**config.mk**
```make
export PLATFORM = sky130hd
export DESIGN_NAME = acq_sequencer
export DESIGN_NICKNAME = d
export VERILOG_FILES = /design/src/logic/acq_pkg.sv /design/src/logic/acq_sequencer.sv
export VERILOG_INCLUDE_DIRS = /design/src /design/src/logic
export SDC_FILE = /design/constraint.sdc
export NUM_CORES = 1
export LEC_CHECK = 0
export BUFFER_PORTS_ARGS = -buffer_cell sky130_fd_sc_hd__buf_2
export CAP_MARGIN = 15
export CORE_MARGIN = 8
export CORE_UTILIZATION = 35
export CTS_CLUSTER_SIZE = 12
export DETAILED_ROUTE_END_ITERATION = 12
export PLACE_DENSITY = 0.53
export SLEW_MARGIN = 20
export SYNTH_ARGS = -nofsm -noshare
export SYNTH_HDL_FRONTEND = slang
export SYNTH_SLANG_ARGS = --single-unit
```
**constraint.sdc**
```tcl
create_clock -name pclk -period 14.3 [get_ports pclk]
set_clock_uncertainty 0.1 [all_clocks]
set_input_delay 2.86 -clock pclk [delete_from_list [all_inputs] [get_ports pclk]]
set_output_delay 2.86 -clock pclk [all_outputs]
set_load 0.1 [all_outputs]
```
**src/logic/acq_defs.svh**
```systemverilog
// Register offsets, field positions, reset values and timing counts of the acquisition sequencer.
// Assumes a 10 MHz APB clock and byte addresses on an 8-bit APB address.
`ifndef ACQ_DEFS_SVH
`define ACQ_DEFS_SVH

// ----------------------------------------------------------------------------
// Register map
// ----------------------------------------------------------------------------
`define ACQ_OFF_CTRL     8'h00
`define ACQ_OFF_CMD      8'h04
`define ACQ_OFF_CONV     8'h08
`define ACQ_OFF_DELAY    8'h0C
`define ACQ_OFF_LEN      8'h10
`define ACQ_OFF_REPEAT   8'h14
`define ACQ_OFF_PER_IRQ  8'h18
`define ACQ_OFF_STATUS   8'h1C
`define ACQ_OFF_LIST     8'h40
`define ACQ_OFF_CHCFG    8'h80
`define ACQ_OFF_RESULT   8'hC0

// ----------------------------------------------------------------------------
// Field positions
// ----------------------------------------------------------------------------
`define ACQ_CTRL_MODE_LSB   0
`define ACQ_CTRL_VAR_LSB    2
`define ACQ_CTRL_TRIG_FALL  5
`define ACQ_CTRL_CONV_MS    6
`define ACQ_CTRL_DMODE_LSB  7
`define ACQ_CTRL_DLY_MS     9
`define ACQ_CMD_START       0
`define ACQ_CMD_STOP        1
`define ACQ_CMD_ACK         2
`define ACQ_STAT_RUN        0
`define ACQ_STAT_IRQ        1
`define ACQ_STAT_READY      2
`define ACQ_STAT_SEQ_LSB    16
`define ACQ_CFG_RANGE_LSB   2

// ----------------------------------------------------------------------------
// Reset values
// ----------------------------------------------------------------------------
`define ACQ_RST_CONV     16'h0005
`define ACQ_RST_DELAY    16'h0000
`define ACQ_RST_LEN      5'h01
`define ACQ_RST_REPEAT   16'h0001
`define ACQ_RST_PER_IRQ  16'h0001

// ----------------------------------------------------------------------------
// Timing
// ----------------------------------------------------------------------------
`define ACQ_CLK_HZ       10000000
`define ACQ_US_CYCLES    (`ACQ_CLK_HZ / 1000000)
`define ACQ_MS_US        1000
`define ACQ_CHANNELS     16

`endif

```
**src/logic/acq_pkg.sv**
```systemverilog
// Types shared by the acquisition sequencer and its bench.
// Assumes acq_defs.svh supplies the numeric constants.
`default_nettype none

package acq_pkg;

  // Acquisition modes.
  typedef enum logic [1:0] {
    MODE_SIMPLE = 2'h0,
    MODE_SCAN   = 2'h1,
    MODE_SEQ    = 2'h2,
    MODE_AUTO   = 2'h3
  } acq_mode_t;

  // Delay modes.
  typedef enum logic [1:0] {
    DELAY_OFF          = 2'h0,
    DELAY_START_TO_START = 2'h1,
    DELAY_END_TO_START = 2'h2
  } delay_mode_t;

  // Sequencer states, one-hot.
  typedef enum logic [5:0] {
    ST_IDLE  = 6'h01,
    ST_TRIG  = 6'h02,
    ST_CONV  = 6'h04,
    ST_DMA   = 6'h08,
    ST_GAP   = 6'h10,
    ST_DELAY = 6'h20
  } acq_state_e_t;

  // Request to the converter front end.
  typedef struct packed {
    logic       start;
    logic [3:0] channel;
    logic [1:0] gain;
    logic [2:0] range;
  } conv_req_t;

  // Result word offered to the DMA engine.
  typedef struct packed {
    logic        valid;
    logic [3:0]  channel;
    logic [15:0] data;
  } dma_word_t;

  // APB request and answer.
  typedef struct packed {
    logic        psel;
    logic        penable;
    logic        pwrite;
    logic [7:0]  paddr;
    logic [31:0] pwdata;
  } apb_req_t;

  typedef struct packed {
    logic        pready;
    logic        pslverr;
    logic [31:0] prdata;
  } apb_rsp_t;

  // Whole state of the sequencer.
  typedef struct packed {
    acq_state_e_t     st;
    acq_mode_t        mode;
    logic [2:0]       variant;
    logic             trig_fall;
    logic             conv_base_ms;
    delay_mode_t      delay_mode_select;
    logic             delay_time_base;
    logic [15:0]      conv_time;
    logic [15:0]      delay_count;
    logic [4:0]       channel_list_length;
    logic [15:0]      sequence_repeat_count;
    logic [15:0]      sequences_per_interrupt;
    logic [15:0][3:0] channel_list;
    logic [15:0][4:0] chcfg;
    logic [15:0][15:0] result;
    logic             running;
    logic             irq;
    logic             ready;
    logic [15:0]      seq_cnt;
    logic [15:0]      irq_cnt;
    logic [3:0]       slot;
    logic [15:0]      conv_tmr;
    logic [15:0]      dly_tmr;
    logic [3:0]       us_cnt;
    logic [9:0]       ms_cnt;
    logic             us_tick;
    logic             ms_tick;
    logic             trig_q;
    conv_req_t        conv;
    dma_word_t        dma;
    apb_rsp_t         rsp;
  } acq_state_t;

endpackage : acq_pkg

`default_nettype wire

```
**src/logic/acq_sequencer.sv**
```systemverilog
// Acquisition sequencer for a 16-channel multiplexed 16-bit converter, with APB registers.
// Assumes the converter answers each start with one adc_done pulse, trig_in is synchronous to pclk,
// and a DMA engine takes dma words with dma_ready.
`default_nettype none

`include "acq_defs.svh"

// What this block does
// - Sixteen inputs, one selected at a time.
// - Gain stage feeds sixteen-bit result words.
// - Gain codes select one, two, five, ten.
// - Range and gain set per channel.
// - Sixteen-bit interval count, us or ms base.
// - Four modes: simple, scan, sequence, auto.
// - Simple mode converts list, results readable.
// - Six scan variants, trigger and delay options.
// - Scan mode keeps results, no DMA.
// - Single software scan interrupts after last conversion.
// - Hardware scan starts on chosen input edge.
// - Only trigger edges seen while waiting for a trigger start a scan; edges during a scan are ignored.
// - Sequence mode sends every result by DMA.
// - Sequence counters: interrupt period, repeat stop.
// - Repeat count zero runs until stopped.
// - First delay mode: start to start.
// - Second delay mode: end to start.
// - Auto refresh keeps latest result per channel.
module acq_sequencer (
  input  wire logic               pclk,
  input  wire logic               presetn,
  input  wire acq_pkg::apb_req_t  apb_req,
  output var  acq_pkg::apb_rsp_t  apb_rsp,
  output var  acq_pkg::conv_req_t conv_req,
  input  wire logic               adc_done,
  input  wire logic [15:0]        adc_data,
  input  wire logic               trig_in,
  output var  acq_pkg::dma_word_t dma_word,
  input  wire logic               dma_ready,
  output logic                    irq,
  output logic                    running
);
  import acq_pkg::*;

  // --------------------------------------------------------------------------
  // Helpers
  // --------------------------------------------------------------------------

  // Picks the tick of the selected time base.
  function automatic logic unit_tick(input logic base_ms, input logic us_t, input logic ms_t);
    unit_tick = base_ms ? ms_t : us_t;
  endfunction

  // Counts a timer down by one on its tick, holding at zero.
  function automatic logic [15:0] count_down(input logic [15:0] v, input logic t);
    count_down = (t && v != 16'h0000) ? v - 16'h0001 : v;
  endfunction

  acq_state_t s;
  acq_state_t n;

  logic       wr_en;
  logic       rd_en;
  logic       addr_ok;
  logic       cmd_start;
  logic       cmd_stop;
  logic       edge_seen;
  logic       go_conv;
  logic       begin_list;
  logic       end_list;
  logic       is_hw;
  logic       is_cont;
  logic       is_dly;
  logic [4:0] len_eff;
  logic [3:0] idx;
  logic [3:0] ch;
  logic [7:0] a;

  // --------------------------------------------------------------------------
  // Next-state logic
  // --------------------------------------------------------------------------

  // Computes the bus answer, register writes and sequencer step.
  always_comb begin
    n          = s;
    a          = apb_req.paddr;
    idx        = a[5:2];
    ch         = 4'h0;
    cmd_start  = 1'b0;
    cmd_stop   = 1'b0;
    go_conv    = 1'b0;
    begin_list = 1'b0;
    end_list   = 1'b0;
    n.conv.start = 1'b0;
    n.us_tick  = 1'b0;
    n.ms_tick  = 1'b0;

    // Time base prescalers for microsecond and millisecond ticks.
    if (s.us_cnt == 4'(`ACQ_US_CYCLES - 1)) begin
      n.us_cnt  = 4'h0;
      n.us_tick = 1'b1;
    end else begin
      n.us_cnt = s.us_cnt + 4'h1;
    end
    if (s.us_tick) begin
      if (s.ms_cnt == 10'(`ACQ_MS_US - 1)) begin
        n.ms_cnt  = 10'h000;
        n.ms_tick = 1'b1;
      end else begin
        n.ms_cnt = s.ms_cnt + 10'h001;
      end
    end

    // Interval and delay timers count in their own units.
    n.conv_tmr = count_down(s.conv_tmr, unit_tick(s.conv_base_ms, s.us_tick, s.ms_tick));
    n.dly_tmr  = count_down(s.dly_tmr, unit_tick(s.delay_time_base, s.us_tick, s.ms_tick));

    // Edge detector on the trigger input with selectable polarity.
    n.trig_q  = trig_in;
    edge_seen = s.trig_fall ? (s.trig_q & ~trig_in) : (~s.trig_q & trig_in);

    // Scan variant decode: 0 single sw, 1 single hw, 2 cont sw, 3 cont sw delay, 4 cont hw, 5 cont hw delay.
    is_hw   = (s.variant == 3'h1) || (s.variant == 3'h4) || (s.variant == 3'h5);
    is_cont = (s.variant >= 3'h2);
    is_dly  = (s.variant == 3'h3) || (s.variant == 3'h5);
    len_eff = (s.channel_list_length == 5'h00) ? 5'h01 : s.channel_list_length;

    // APB slave: one wait state, then the answer is registered.
    addr_ok = (a[7:6] != 2'b00) || (a[5:2] <= 4'h7);
    rd_en   = apb_req.psel && apb_req.penable && !s.rsp.pready;
    wr_en   = apb_req.psel && apb_req.penable && s.rsp.pready && apb_req.pwrite && addr_ok;
    n.rsp.pready  = rd_en;
    n.rsp.pslverr = rd_en && !addr_ok;
    n.rsp.prdata  = 32'h0000_0000;
    if (rd_en && addr_ok && !apb_req.pwrite) begin
      case (a[7:6])
        2'b01: n.rsp.prdata = {28'h0, s.channel_list[idx]};
        2'b10: n.rsp.prdata = {27'h0, s.chcfg[idx]};
        2'b11: n.rsp.prdata = {16'h0, s.result[idx]};
        default: begin
          case (a)
            `ACQ_OFF_CTRL:    n.rsp.prdata = {22'h0, s.delay_time_base, s.delay_mode_select, s.conv_base_ms,
                                              s.trig_fall, s.variant, s.mode};
            `ACQ_OFF_CONV:    n.rsp.prdata = {16'h0, s.conv_time};
            `ACQ_OFF_DELAY:   n.rsp.prdata = {16'h0, s.delay_count};
            `ACQ_OFF_LEN:     n.rsp.prdata = {27'h0, s.channel_list_length};
            `ACQ_OFF_REPEAT:  n.rsp.prdata = {16'h0, s.sequence_repeat_count};
            `ACQ_OFF_PER_IRQ: n.rsp.prdata = {16'h0, s.sequences_per_interrupt};
            `ACQ_OFF_STATUS:  n.rsp.prdata = {s.seq_cnt, 13'h0, s.ready, s.irq, s.running};
            default:          n.rsp.prdata = 32'h0000_0000;
          endcase
        end
      endcase
    end

    // Register writes take effect at the edge where pready is seen high.
    if (wr_en) begin
      case (a[7:6])
        2'b01: n.channel_list[idx] = apb_req.pwdata[3:0];
        2'b10: n.chcfg[idx] = apb_req.pwdata[4:0];
        2'b11: n.result[idx] = s.result[idx];
        default: begin
          case (a)
            `ACQ_OFF_CTRL: begin
              n.mode              = acq_mode_t'(apb_req.pwdata[`ACQ_CTRL_MODE_LSB +: 2]);
              n.variant           = apb_req.pwdata[`ACQ_CTRL_VAR_LSB +: 3];
              n.trig_fall         = apb_req.pwdata[`ACQ_CTRL_TRIG_FALL];
              n.conv_base_ms      = apb_req.pwdata[`ACQ_CTRL_CONV_MS];
              n.delay_mode_select = delay_mode_t'(apb_req.pwdata[`ACQ_CTRL_DMODE_LSB +: 2]);
              n.delay_time_base   = apb_req.pwdata[`ACQ_CTRL_DLY_MS];
            end
            `ACQ_OFF_CMD: begin
              cmd_start = apb_req.pwdata[`ACQ_CMD_START];
              cmd_stop  = apb_req.pwdata[`ACQ_CMD_STOP];
              if (apb_req.pwdata[`ACQ_CMD_ACK]) begin
                n.irq = 1'b0;
              end
            end
            `ACQ_OFF_CONV:    n.conv_time = apb_req.pwdata[15:0];
            `ACQ_OFF_DELAY:   n.delay_count = apb_req.pwdata[15:0];
            `ACQ_OFF_LEN:     n.channel_list_length = apb_req.pwdata[4:0];
            `ACQ_OFF_REPEAT:  n.sequence_repeat_count = apb_req.pwdata[15:0];
            `ACQ_OFF_PER_IRQ: n.sequences_per_interrupt = apb_req.pwdata[15:0];
            default:          n.mode = s.mode;
          endcase
        end
      endcase
    end

    // Sequencer step.
    case (s.st)
      ST_IDLE: begin
        if (cmd_start) begin
          n.running = 1'b1;
          n.ready   = 1'b0;
          n.seq_cnt = 16'h0000;
          n.irq_cnt = 16'h0000;
          if (s.mode == MODE_SCAN && is_hw) begin
            n.st = ST_TRIG;
          end else begin
            begin_list = 1'b1;
          end
        end
      end
      ST_TRIG: begin
        if (edge_seen) begin
          begin_list = 1'b1;
        end
      end
      ST_CONV: begin
        if (adc_done) begin
          n.result[s.conv.channel] = adc_data;
          if (s.mode == MODE_SEQ) begin
            n.dma.valid   = 1'b1;
            n.dma.channel = s.conv.channel;
            n.dma.data    = adc_data;
            n.st          = ST_DMA;
          end else begin
            n.st = ST_GAP;
          end
        end
      end
      ST_DMA: begin
        if (dma_ready) begin
          n.dma.valid = 1'b0;
          n.st        = ST_GAP;
        end
      end
      ST_GAP: begin
        if (s.conv_tmr == 16'h0000) begin
          if ({1'b0, s.slot} + 5'h01 < len_eff) begin
            n.slot  = s.slot + 4'h1;
            go_conv = 1'b1;
          end else begin
            end_list = 1'b1;
          end
        end
      end
      ST_DELAY: begin
        if (s.dly_tmr == 16'h0000) begin
          if (s.mode == MODE_SCAN && is_hw) begin
            n.st = ST_TRIG;
          end else begin
            begin_list = 1'b1;
          end
        end
      end
      default: n.st = ST_IDLE;
    endcase

    // Handling of the end of one pass over the channel list.
    if (end_list) begin
      case (s.mode)
        MODE_SIMPLE: begin
          n.ready   = 1'b1;
          n.irq     = 1'b1;
          n.running = 1'b0;
          n.st      = ST_IDLE;
        end
        MODE_AUTO: begin
          begin_list = 1'b1;
        end
        MODE_SCAN: begin
          n.ready = 1'b1;
          if (!is_cont) begin
            n.irq     = 1'b1;
            n.running = 1'b0;
            n.st      = ST_IDLE;
          end else if (is_dly && s.delay_mode_select != DELAY_OFF) begin
            n.st = ST_DELAY;
          end else if (is_hw) begin
            n.st = ST_TRIG;
          end else begin
            begin_list = 1'b1;
          end
        end
        default: begin
          n.seq_cnt = s.seq_cnt + 16'h0001;
          n.irq_cnt = s.irq_cnt + 16'h0001;
          if (s.irq_cnt + 16'h0001 >= s.sequences_per_interrupt) begin
            n.irq     = 1'b1;
            n.irq_cnt = 16'h0000;
          end
          if (s.sequence_repeat_count != 16'h0000 && s.seq_cnt + 16'h0001 == s.sequence_repeat_count) begin
            n.running = 1'b0;
            n.st      = ST_IDLE;
          end else if (s.delay_mode_select != DELAY_OFF) begin
            n.st = ST_DELAY;
          end else begin
            begin_list = 1'b1;
          end
        end
      endcase
      if (n.st == ST_DELAY && s.delay_mode_select == DELAY_END_TO_START) begin
        n.dly_tmr = s.delay_count;
      end
    end

    // Start of a pass: the start-to-start delay is armed here.
    if (begin_list) begin
      n.slot  = 4'h0;
      go_conv = 1'b1;
      if (s.delay_mode_select == DELAY_START_TO_START) begin
        n.dly_tmr = s.delay_count;
      end
    end

    // Launch of one conversion with that channel's gain and range.
    if (go_conv && !cmd_stop) begin
      ch             = s.channel_list[begin_list ? 4'h0 : n.slot];
      n.st           = ST_CONV;
      n.conv_tmr     = s.conv_time;
      n.conv.start   = 1'b1;
      n.conv.channel = ch;
      n.conv.gain    = s.chcfg[ch][1:0];
      n.conv.range   = s.chcfg[ch][`ACQ_CFG_RANGE_LSB +: 3];
    end

    // Stop command aborts any acquisition at once.
    if (cmd_stop) begin
      n.st        = ST_IDLE;
      n.running   = 1'b0;
      n.dma.valid = 1'b0;
      n.conv.start = 1'b0;
    end
  end

  // --------------------------------------------------------------------------
  // State register
  // --------------------------------------------------------------------------

  // Registers the whole state; reset gives constants only.
  always_ff @(posedge pclk or negedge presetn) begin
    if (!presetn) begin
      s <= '0;
      s.st                      <= ST_IDLE;
      s.delay_mode_select       <= DELAY_OFF;
      s.mode                    <= MODE_SIMPLE;
      s.conv_time               <= `ACQ_RST_CONV;
      s.delay_count             <= `ACQ_RST_DELAY;
      s.channel_list_length     <= `ACQ_RST_LEN;
      s.sequence_repeat_count   <= `ACQ_RST_REPEAT;
      s.sequences_per_interrupt <= `ACQ_RST_PER_IRQ;
    end else begin
      s <= n;
    end
  end

  // --------------------------------------------------------------------------
  // Outputs
  // --------------------------------------------------------------------------

  // Every output is a field of the state register.
  assign apb_rsp  = s.rsp;
  assign conv_req = s.conv;
  assign dma_word = s.dma;
  assign irq      = s.irq;
  assign running  = s.running;

endmodule : acq_sequencer

`default_nettype wire

```
* Word level (Yosys, flattened, before mapping)
Cells that the tools add are included.
Operators by class: add/subtract/negate cells 8, $mul 0, divide/modulo/power cells 0, order comparisons 10, equality and inequality tests 32, shift operators 0, multiplexer cells 116, bitwise logic cells 5, reductions and logical operators 51
Operators by type and width (number):
- $mux 256 | 4
- $bwmux 256 | 2
- $pmux 32 s7 | 1
- $mux 16 | 11
- $demux 16 s4 | 2
- $pmux 32 s3 | 1
- $mux 6 | 14
- $bwmux 80 | 1
- $mux 33 | 2
- $bmux 16 s4 | 1
- $bwmux 64 | 1
- $mux 32 | 2
- $reduce_bool 16->1 | 3
- $mux 1 | 42
- $mux 21 | 2
- $bmux 5 s4 | 2
- $mux 4 | 9
- $mux 35 | 1
- $add 16x1->16 const B | 2
- $bmux 4 s4 | 2
- $eq 8x5->1 const B | 4
- $logic_not 16->1 | 2
- $sub 16x1->16 const B | 2
- $pmux 6 s5 | 1
- 50 further kinds | 108
Storage, ports and cells: bits in registers 638, latch bits 0, bits in writable memories 0, ROM bits 0, bits of input ports 64, output and inout port bits 67, logic and storage cells 305, memories kept 0

* Depth between registers and ports, before layout
Gate-level depths: netlist (run 1).
depth in word-level cells 20, depth in mapped cells 21, depth with buffers taken out 16

* Worst setup path after synthesis (run 1)
No wires, ideal clock.
kind input port to flip-flop, from in apb_req[36] in the netlist's numbering, to reg s[87] in the netlist's numbering, setup time 0.125 ns, arrival time 6.386 ns, data required time 14.075 ns, setup slack 7.689 ns, stages 12, buffers on the path 4, cell sequence clkbuf_1 -> or4b_2 -> nor4_1 -> nand4_1 -> o221ai_1 -> clkbuf_1 -> or2_2 -> clkbuf_1 -> nand2_1 -> o22ai_1 -> buf_2 -> mux2_2
RTL lines:
- start: declaration | RTL line acq_sequencer.sv:30 | input wire acq_pkg::apb_req_t apb_req,
- end signal: assignment | RTL line acq_sequencer.sv:343 | s <= n;
- end: declaration | RTL line acq_sequencer.sv:57 | acq_state_t s;

* Worst setup path in the final report (run 1)
from in apb_req[36] in the netlist's numbering, to reg s (netlist bit conv_req[4])
On the way: cells in the longest elaborated chain, start to end 17, elaborated cells on any way between the ends 28, those cells by class order compare (1); eq/ne (1); mux (22); reduce/logical (4)
RTL lines:
- $le 4x3->1 / $eq 8x3->1 (equally long branches) | RTL line acq_sequencer.sv:127, acq_sequencer.sv:161
- $logic_or 1x1->1 / $mux 1 (equally long branches) | RTL line acq_sequencer.sv:127, acq_sequencer.sv:161
- $logic_and 1x1->1 / $mux 1 (equally long branches) | RTL line acq_sequencer.sv:129, acq_sequencer.sv:156
- $mux 1 | RTL line acq_sequencer.sv:155 | if (wr_en) begin
- $mux 1 | RTL line acq_sequencer.sv:191 | if (cmd_start) begin
- $pmux 1 s3 | RTL line acq_sequencer.sv:189 | case (s.st)
- $mux 1 | RTL line acq_sequencer.sv:269 | end else if (is_hw) begin
- $mux 1 | RTL line acq_sequencer.sv:267 | end else if (is_dly && s.delay_mode_select != DELAY_OFF) begin
- $mux 1 | RTL line acq_sequencer.sv:263 | if (!is_cont) begin
- $pmux 1 s3 | RTL line acq_sequencer.sv:251 | case (s.mode)
- $mux 1 | RTL line acq_sequencer.sv:250 | if (end_list) begin
- $mux 4 | RTL line acq_sequencer.sv:298 | if (begin_list) begin
- $mux 4 | RTL line acq_sequencer.sv:308 | ch = s.channel_list[begin_list ? 4'h0 : n.slot];
- $bmux 4 s4 | RTL line acq_sequencer.sv:308
- $mux 4 | RTL line acq_sequencer.sv:308
- $bmux 5 s4 | RTL line acq_sequencer.sv:313 | n.conv.gain = s.chcfg[ch][1:0];
- $mux 5
Parallel ways exist; a longest one is shown, timed or not. The select of a mux whose other input is x is not followed. A chain may end at the register's enable or synchronous reset.

==> out/qor.yml, run 1 <==
setup_path:
  crit_fanout: 35
  reg2reg_slack_ns: 6.83
  cp_data_arrival_time_ns: 8.57
  worstSetupEndpointType: "flip-flop"
  r2r-start: "s[115]$_DFF_PN0_"
  worstSetupStartpointType: "input port"
  cp.required_ns: 14.72
  r2r-end: "conv_req[4]$_DFFE_PN0P_"
  reg2reg_depth: 15
  path_class: "in2reg"
logic_synthesis:
  ys_ff_latch: 638
  ys_seq_area_frac: 0.493
  synthTopCellsByArea: "dfrtp_1, mux2_2, mux4_2, mux2i_1, clkbuf_1"
  synthCells: 2565
  netlist_area_um2: 32400
  syn-num-nets: 2656
  synth_top_area_share: 0.488
  yosys_warnings: 0
  yosysUniqueCellTypes: 71
  ys.flop_type: "dfrtp_1"
  synth_edf_count: 0
  yosysTopAreaCell: "dfrtp_1"
  syn_area_per_cell_um2: 12.6
  ys_async_sr_fraction: 1.00
routing:
  routed-via-count: 21453
  wirelength_um: 92200
  drtIter0Drc: 1728
  drc: 0
  viasPerCell: 5.63
  ant_nets: 0
  post_drt_wl_per_cell_um: 24.2
  drtPass1Iterations: 5
run:
  max_cap_violations: 0
global_route:
  grt_pass1_wl_um: 142000
  grt_usage: 0.177
  overflow: 0
  gr-usage-met3: 0.0335
  met1_usage: 0.243
  grt_pass1_vias: 22382
  antenna_found_initial: 5
  met2_usage: 0.283
  top_usage_layer: "met2"
  grt_start_max_net_pins: 115
pwr:
  power.switching_uw: 968
  combinationalPowerShare: 0.052
  p_int_mw: 3.11
  power.leakage_nw: 17.0
  peakVddDrop_uv: 77.2
  p_seq_frac: 0.454
  clkPwrFrac: 0.494
  swShare: 0.238
  power_density_nw_per_um2: 112
final_layout:
  drive_above_1_share: 0.368
  syn2layout_area_growth_pct: 12.2
  nNetsFinal: 2658
clocking:
  post-cts-setup-buffers: 0
  cts_sinks: 638
  cts_tree: "yes"
  cts-root-buf: "clkbuf_16"
  worst_skew_pair.late_latency_ns: 0.64
  cts_buffers: 78
  h-tree-depth: 3
  clk_pin_slew_ns: 0.05
  cts_hold_buffers: 0
  post_cts_resized: 0
  cts_max_path_buffers: 3
min_path:
  min_to: "apb_rsp[33]$_DFF_PN0_"
  hold_depth: 1
  hp-class: "reg2reg"
  min_from: "apb_rsp[33]$_DFF_PN0_"
place:
  routabilityCongestion: 0.883
  port_buffers: 114
  hpwlAfterDp_um: 61300
  pre_cts_slack_ns: 5.67
timing:
  period_needed_ns: 8.15
  relSlewSlack: 0.207
  rsz0062_at_grt: "false"
  setup_viol: 0
  max_freq_mhz: 123
  drv_slew: 0
  finalCritPeriodShare: 0.570
  finalSetupTns_ns: 0
  worst_slack_ns: 6.15
  hold_violations: 0
  worstMarginPinSlew_ns: 1.19
floorplan:
  core_um2: 91700
  rows: 111
  die_w_um: 320
  die_height_um: 320
  start_util: 0.353
  ioPinCount: 131
  dieArea_um2: 103000
outcome:
  status: "complete, no violations"
[routing by layer]
metal / routed length, um / vias up / part of all wire
met4: 2800 / 0 / 0.030
met5: 0 / - / 0
li1: - / 9421 / -
met1: 41200 / 11220 / 0.45
met2: 42800 / 648 / 0.46
met3: 5390 / 164 / 0.058
[synthesized netlist by cell type (all sizes together), types with 22 or more instances]
library cell,n
nor2,131
and2,22
xnor2,43
xor2,25
inv,48
a21oi,50
nor4,28
mux4,127
a22oi,38
o21ai,67
ha,27
mux2i,60
nor3,35
nand2,132
clkbuf,135
nand2b,25
nand3,42
buf,98
mux2,519
dfrtp,632
[metrics by stage]
step,cell area (um^2),std cells,util,hold WS [ns],power (mW)
floorplan,32400,2565,-,0.344,2.00
global placement,33600,3671,0.367,0.353,2.09
detailed placement,33700,3672,0.367,0.369,2.10
CTS,36300,3809,0.396,0.376,4.13
global route,36300,3811,0.397,0.403,4.23
finish,36300,3811,0.397,0.374,4.07
[cell families after synthesis]
family | after synthesis | synth area share
muxes | 706 | 0.287
DFF | 638 | 0.493
and+or+nand+nor | 533 | 0.0824
AOI/OAI and AO/OA | 312 | 0.0667
buffers and inverters | 281 | 0.0418
xor gates and xnor gates | 68 | 0.0184
adders and majority gates | 27 | 0.0104
[power by group through the flow]
stage,logic [mW],registers [mW],clock network [mW]
after detailed placement,0.214,1.88,0
after CTS,0.215,1.85,2.07
after global placement,0.209,1.88,0
after global routing,0.233,1.85,2.14
final,0.212,1.85,2.01
after floorplan,0.122,1.87,0
[cell type report]
| type | instances | area (um^2) |
|---|---|---|
| Antenna cell | 1 | 2.50 |
| Fill cell | 8607 | 55300 |
| Tap cell | 1186 | 1480 |
| Inverter | 48 | 180 |
| Clock buffer | 115 | 2300 |
| Timing Repair Buffer | 155 | 941 |
| Sequential cell | 638 | 16000 |
| Multi-Input combinational cell | 1646 | 15200 |
| Clock inverter | 22 | 304 |
[worst max-delay path, stage by stage]
cell and delay (ns):
buf_2 0.10, buf_4 0.36, or4b_2 0.85, nor4_1 0.64
nand4_1 0.54, o221ai_1 0.37, buf_4 0.26, o21ai_0 0.11
a31oi_1 0.29, a22oi_1 0.15, o211ai_1 0.44, nor2b_1 0.83
a221oi_1 0.33, a221o_1 0.40
[flip-flops by register name, indices dropped and copies added (netlist names)]
register and cells:
s 571, apb_rsp 34, dma_word 21, conv_req 10, irq 1, running 1
[worst max path at each step]
stage,start,to,cells past startpoint
floorplan,apb_req[36],s[87]$_DFF_PN0_,12
global placement,apb_req[36],conv_req[4]$_DFFE_PN0P_,14
detailed placement,apb_req[36],conv_req[1]$_DFFE_PN0P_,15
CTS,apb_req[36],conv_req[4]$_DFFE_PN0P_,14
global route,apb_req[36],conv_req[4]$_DFFE_PN0P_,14
finish,apb_req[36],conv_req[4]$_DFFE_PN0P_,14
[cells in the final DEF (no fill, tap or decap), types with 50 or more instances in the layout]
| master | n |
|---|---|
| dfrtp_1 | 632 |
| nand2_1 | 128 |
| nor2_1 | 130 |
| clkbuf_16 | 79 |
| o21ai_0 | 64 |
| mux2i_1 | 60 |
| mux4_2 | 127 |
| a21oi_1 | 50 |
| buf_2 | 111 |
| mux2_2 | 519 |
Power figures use the tool's default switching activity.
==> run 2: changes to the inputs <==
- clock period: 14.3 -> 7.95 ns (I/O delays scaled with it)
==> run 2 against run 1 <==
Global-route usage about the same. Hold slack lost 0.0086 ns. Non-clock buffer count is 3 higher. Worst setup slack got worse by 4.6 ns. Register-to-register slack got worse by 5.3 ns. Largest cell class unchanged. Largest power group unchanged.
==> out/qor.yml, run 2 (synthesis gave the netlist of run 1 again) <==
pwr:
  power_density_nw_per_um2: 198  # +77%
  p_int_mw: 5.44  # +75%
  swShare: 0.241  # +0.00381
  power.leakage_nw: 16.9  # -0.41%
  clkPwrFrac: 0.483  # -0.011
  p_seq_frac: 0.464  # +0.010
  finalPower_mw: 7.17  # +76%
  power.switching_mw: 1.73  # +79%
  combinationalPowerShare: 0.053  # about the same
  peakVddDrop_uv: 147  # +90%
setup_path:
  crit_fanout: 35  # unchanged
  reg2reg_depth: 15  # unchanged
  startpoint: "s[114]$_DFF_PN0_"
  r2r-start: "s[114]$_DFF_PN0_"
  slowest_stage: "ha_1"
  path_class: "reg2reg"
  crit_chain: "ha_1, ha_1, nor2b_1, a221o_1, a2111oi_4, buf_4, mux2i_1, a211oi_1, a211oi_1, a211oi_1, o2bb2ai_1, nor2b_1, a22o_1, a221oi_1, a221o_1"
  cp.required_ns: 8.36  # -6.36 ns
  path_common_cell: "a211oi_1"
  cp_data_arrival_time_ns: 6.81  # -1.76 ns
  worstSetupEndpointType: "flip-flop"
  slowest_delay_ns: 0.79  # -0.06 ns
  worstSetupStartpointType: "flip-flop"
floorplan:
  die_height_um: 320  # unchanged
  start_util: 0.353  # unchanged
  ioPinCount: 131  # unchanged
  rows: 111  # unchanged
  die_w_um: 320  # unchanged
  dieArea_um2: 103000  # unchanged
  core_um2: 91700  # unchanged
global_route:
  overflow: 0  # unchanged
  antenna_found_initial: 6  # +1
  grt_usage: 0.177  # -0.000304
  grt_pass1_wl_um: 142000  # +0.19%
  grt_pass1_vias: 22544  # +0.72%
  grt_start_max_net_pins: 188  # +63%
clocking:
  clk_pin_slew_ns: 0.06  # about the same
  worst_skew_pair.late_latency_ns: 0.65  # about the same
  post_cts_resized: 0  # unchanged
  cts-root-buf: "clkbuf_16"
  cts_max_path_buffers: 3  # unchanged
  h-tree-depth: 3  # unchanged
  post-cts-setup-buffers: 0  # unchanged
  cts_tree: "yes"
  cts_buffers: 75  # -3.8%
  cts_sinks: 638  # unchanged
  cts_hold_buffers: 0  # unchanged
timing:
  max_freq_mhz: 156
  finalCritPeriodShare: 0.805
  hold_violations: 0  # unchanged
  worstMarginPinSlew_ns: 1.14  # -0.0465 ns
  finalSetupTns_ns: 0  # unchanged
  drv_slew: 0  # unchanged
  rsz0062_at_grt: "false"
  period_needed_ns: 6.40
  whs_ns: 0.366  # -0.00863 ns
  relSlewSlack: 0.238  # +0.0311
  setup_viol: 0  # unchanged
place:
  dp.cells: 3675  # +0.082%
  hpwlAfterDp_um: 61200  # -0.26%
  port_buffers: 114  # unchanged
  routabilityCongestion: 0.905  # +2.5%
min_path:
  min_from: "apb_rsp[33]$_DFF_PN0_"
  hold_depth: 1  # unchanged
  hp-class: "reg2reg"
final_layout:
  mostFrequentLayoutCell: "dfrtp_1"
  fill_cells: 8615  # +0.093%
  layout.cells.non_filler: 3813  # +0.052%
  nNetsFinal: 2658  # unchanged
  syn2layout_area_growth_pct: 11.8
  top_register: "s"
  drive_above_1_share: 0.362  # -0.00582
  final_cell_mix: "dfrtp_1, mux2_2, nand2_1, nor2_1, mux4_2"
  largest_reg_flops: 571  # unchanged
  utilization: 0.395  # -0.00132
routing:
  viasPerCell: 5.61  # -0.42%
  drtPass1Iterations: 6  # +1
  wirelength_um: 91600  # -0.64%
  ant_nets: 0  # unchanged
  routed-via-count: 21374  # -0.37%
  post_drt_wl_per_cell_um: 24.0  # -0.69%
  drc: 0  # unchanged
  drtIter0Drc: 1573  # -9.0%
outcome:
  status: "complete, no violations"
run:
  max_cap_violations: 0  # unchanged
run 2: cell count changes in the layout (fill, tap and decap cells not counted), sizes merged:
cell,previous run,this run
clkbuf,115,113
inv,53,52
clkinvlp,1,0
diode,1,5
buf,155,158
bufinv,5,4
run 2: final timing paths:
kind / to / slack, ns
setup / recovery: conv_req[4]$_DFFE_PN0P_ / 1.55
min in group asynchronous: s[317]$_DFF_PN0_ / 0.98
max in group asynchronous: s[78]$_DFF_PN0_ / 5.24
hold / removal: apb_rsp[33]$_DFF_PN0_ / 0.37
hold reg to reg: apb_rsp[33]$_DFF_PN0_ / 0.37
setup reg to reg: conv_req[4]$_DFFE_PN0P_ / 1.55
run 2: routing by layer:
metal,routed length [um],global-route usage,up-vias
met4,2220,0.0539,2
met3,4770,0.0275,123
met1,41100,0.243,11246
met2,43500,0.288,586
met5,13,0,-
li1,-,-,9417
run 2: power by group through the flow:
stage / registers (mW) / logic, mW / clock network (mW)
6_report: 3.33 / 0.380 / 3.46
5_1_grt: 3.33 / 0.418 / 3.71
4_1_cts: 3.33 / 0.386 / 3.57
3_5_place_dp: 3.38 / 0.385 / 0
3_3_place_gp: 3.38 / 0.376 / 0
2_1_floorplan: 3.37 / 0.219 / 0
run 2: critical path: cells and delay by family, from the launching register on:
kind,cells,cell delay (ns)
buffers and inverters,1,0.44
multiplexers,1,0.52
AND/OR/NAND/NOR,2,0.80
flip-flops,1,0.39
AO/OA/AOI/OAI,9,2.82
adder cells (fa/ha/maj),2,1.16
run 2: per-stage QoR:
step                setup WS (ns)  area, um^2
floorplan                    2.61       32400
global placement             1.24       33700
detailed placement           1.06       33700
CTS                          1.56       36200
global route                 1.25       36200
finish                       1.55       36200
run 2: area by class of cell:
type / instances / area [um^2] / share of cell area
antenna: 5 / 12.5 / 0.000345
clock buffer: 113 / 2160 / 0.0596
clock inverter: 19 / 319 / 0.00881
inverter: 48 / 180 / 0.00497
multi-input combinational: 1646 / 15100 / 0.418
sequential: 638 / 16000 / 0.441
tap: 1186 / 1480 / 0.0410
timing repair buffer: 158 / 972 / 0.0268
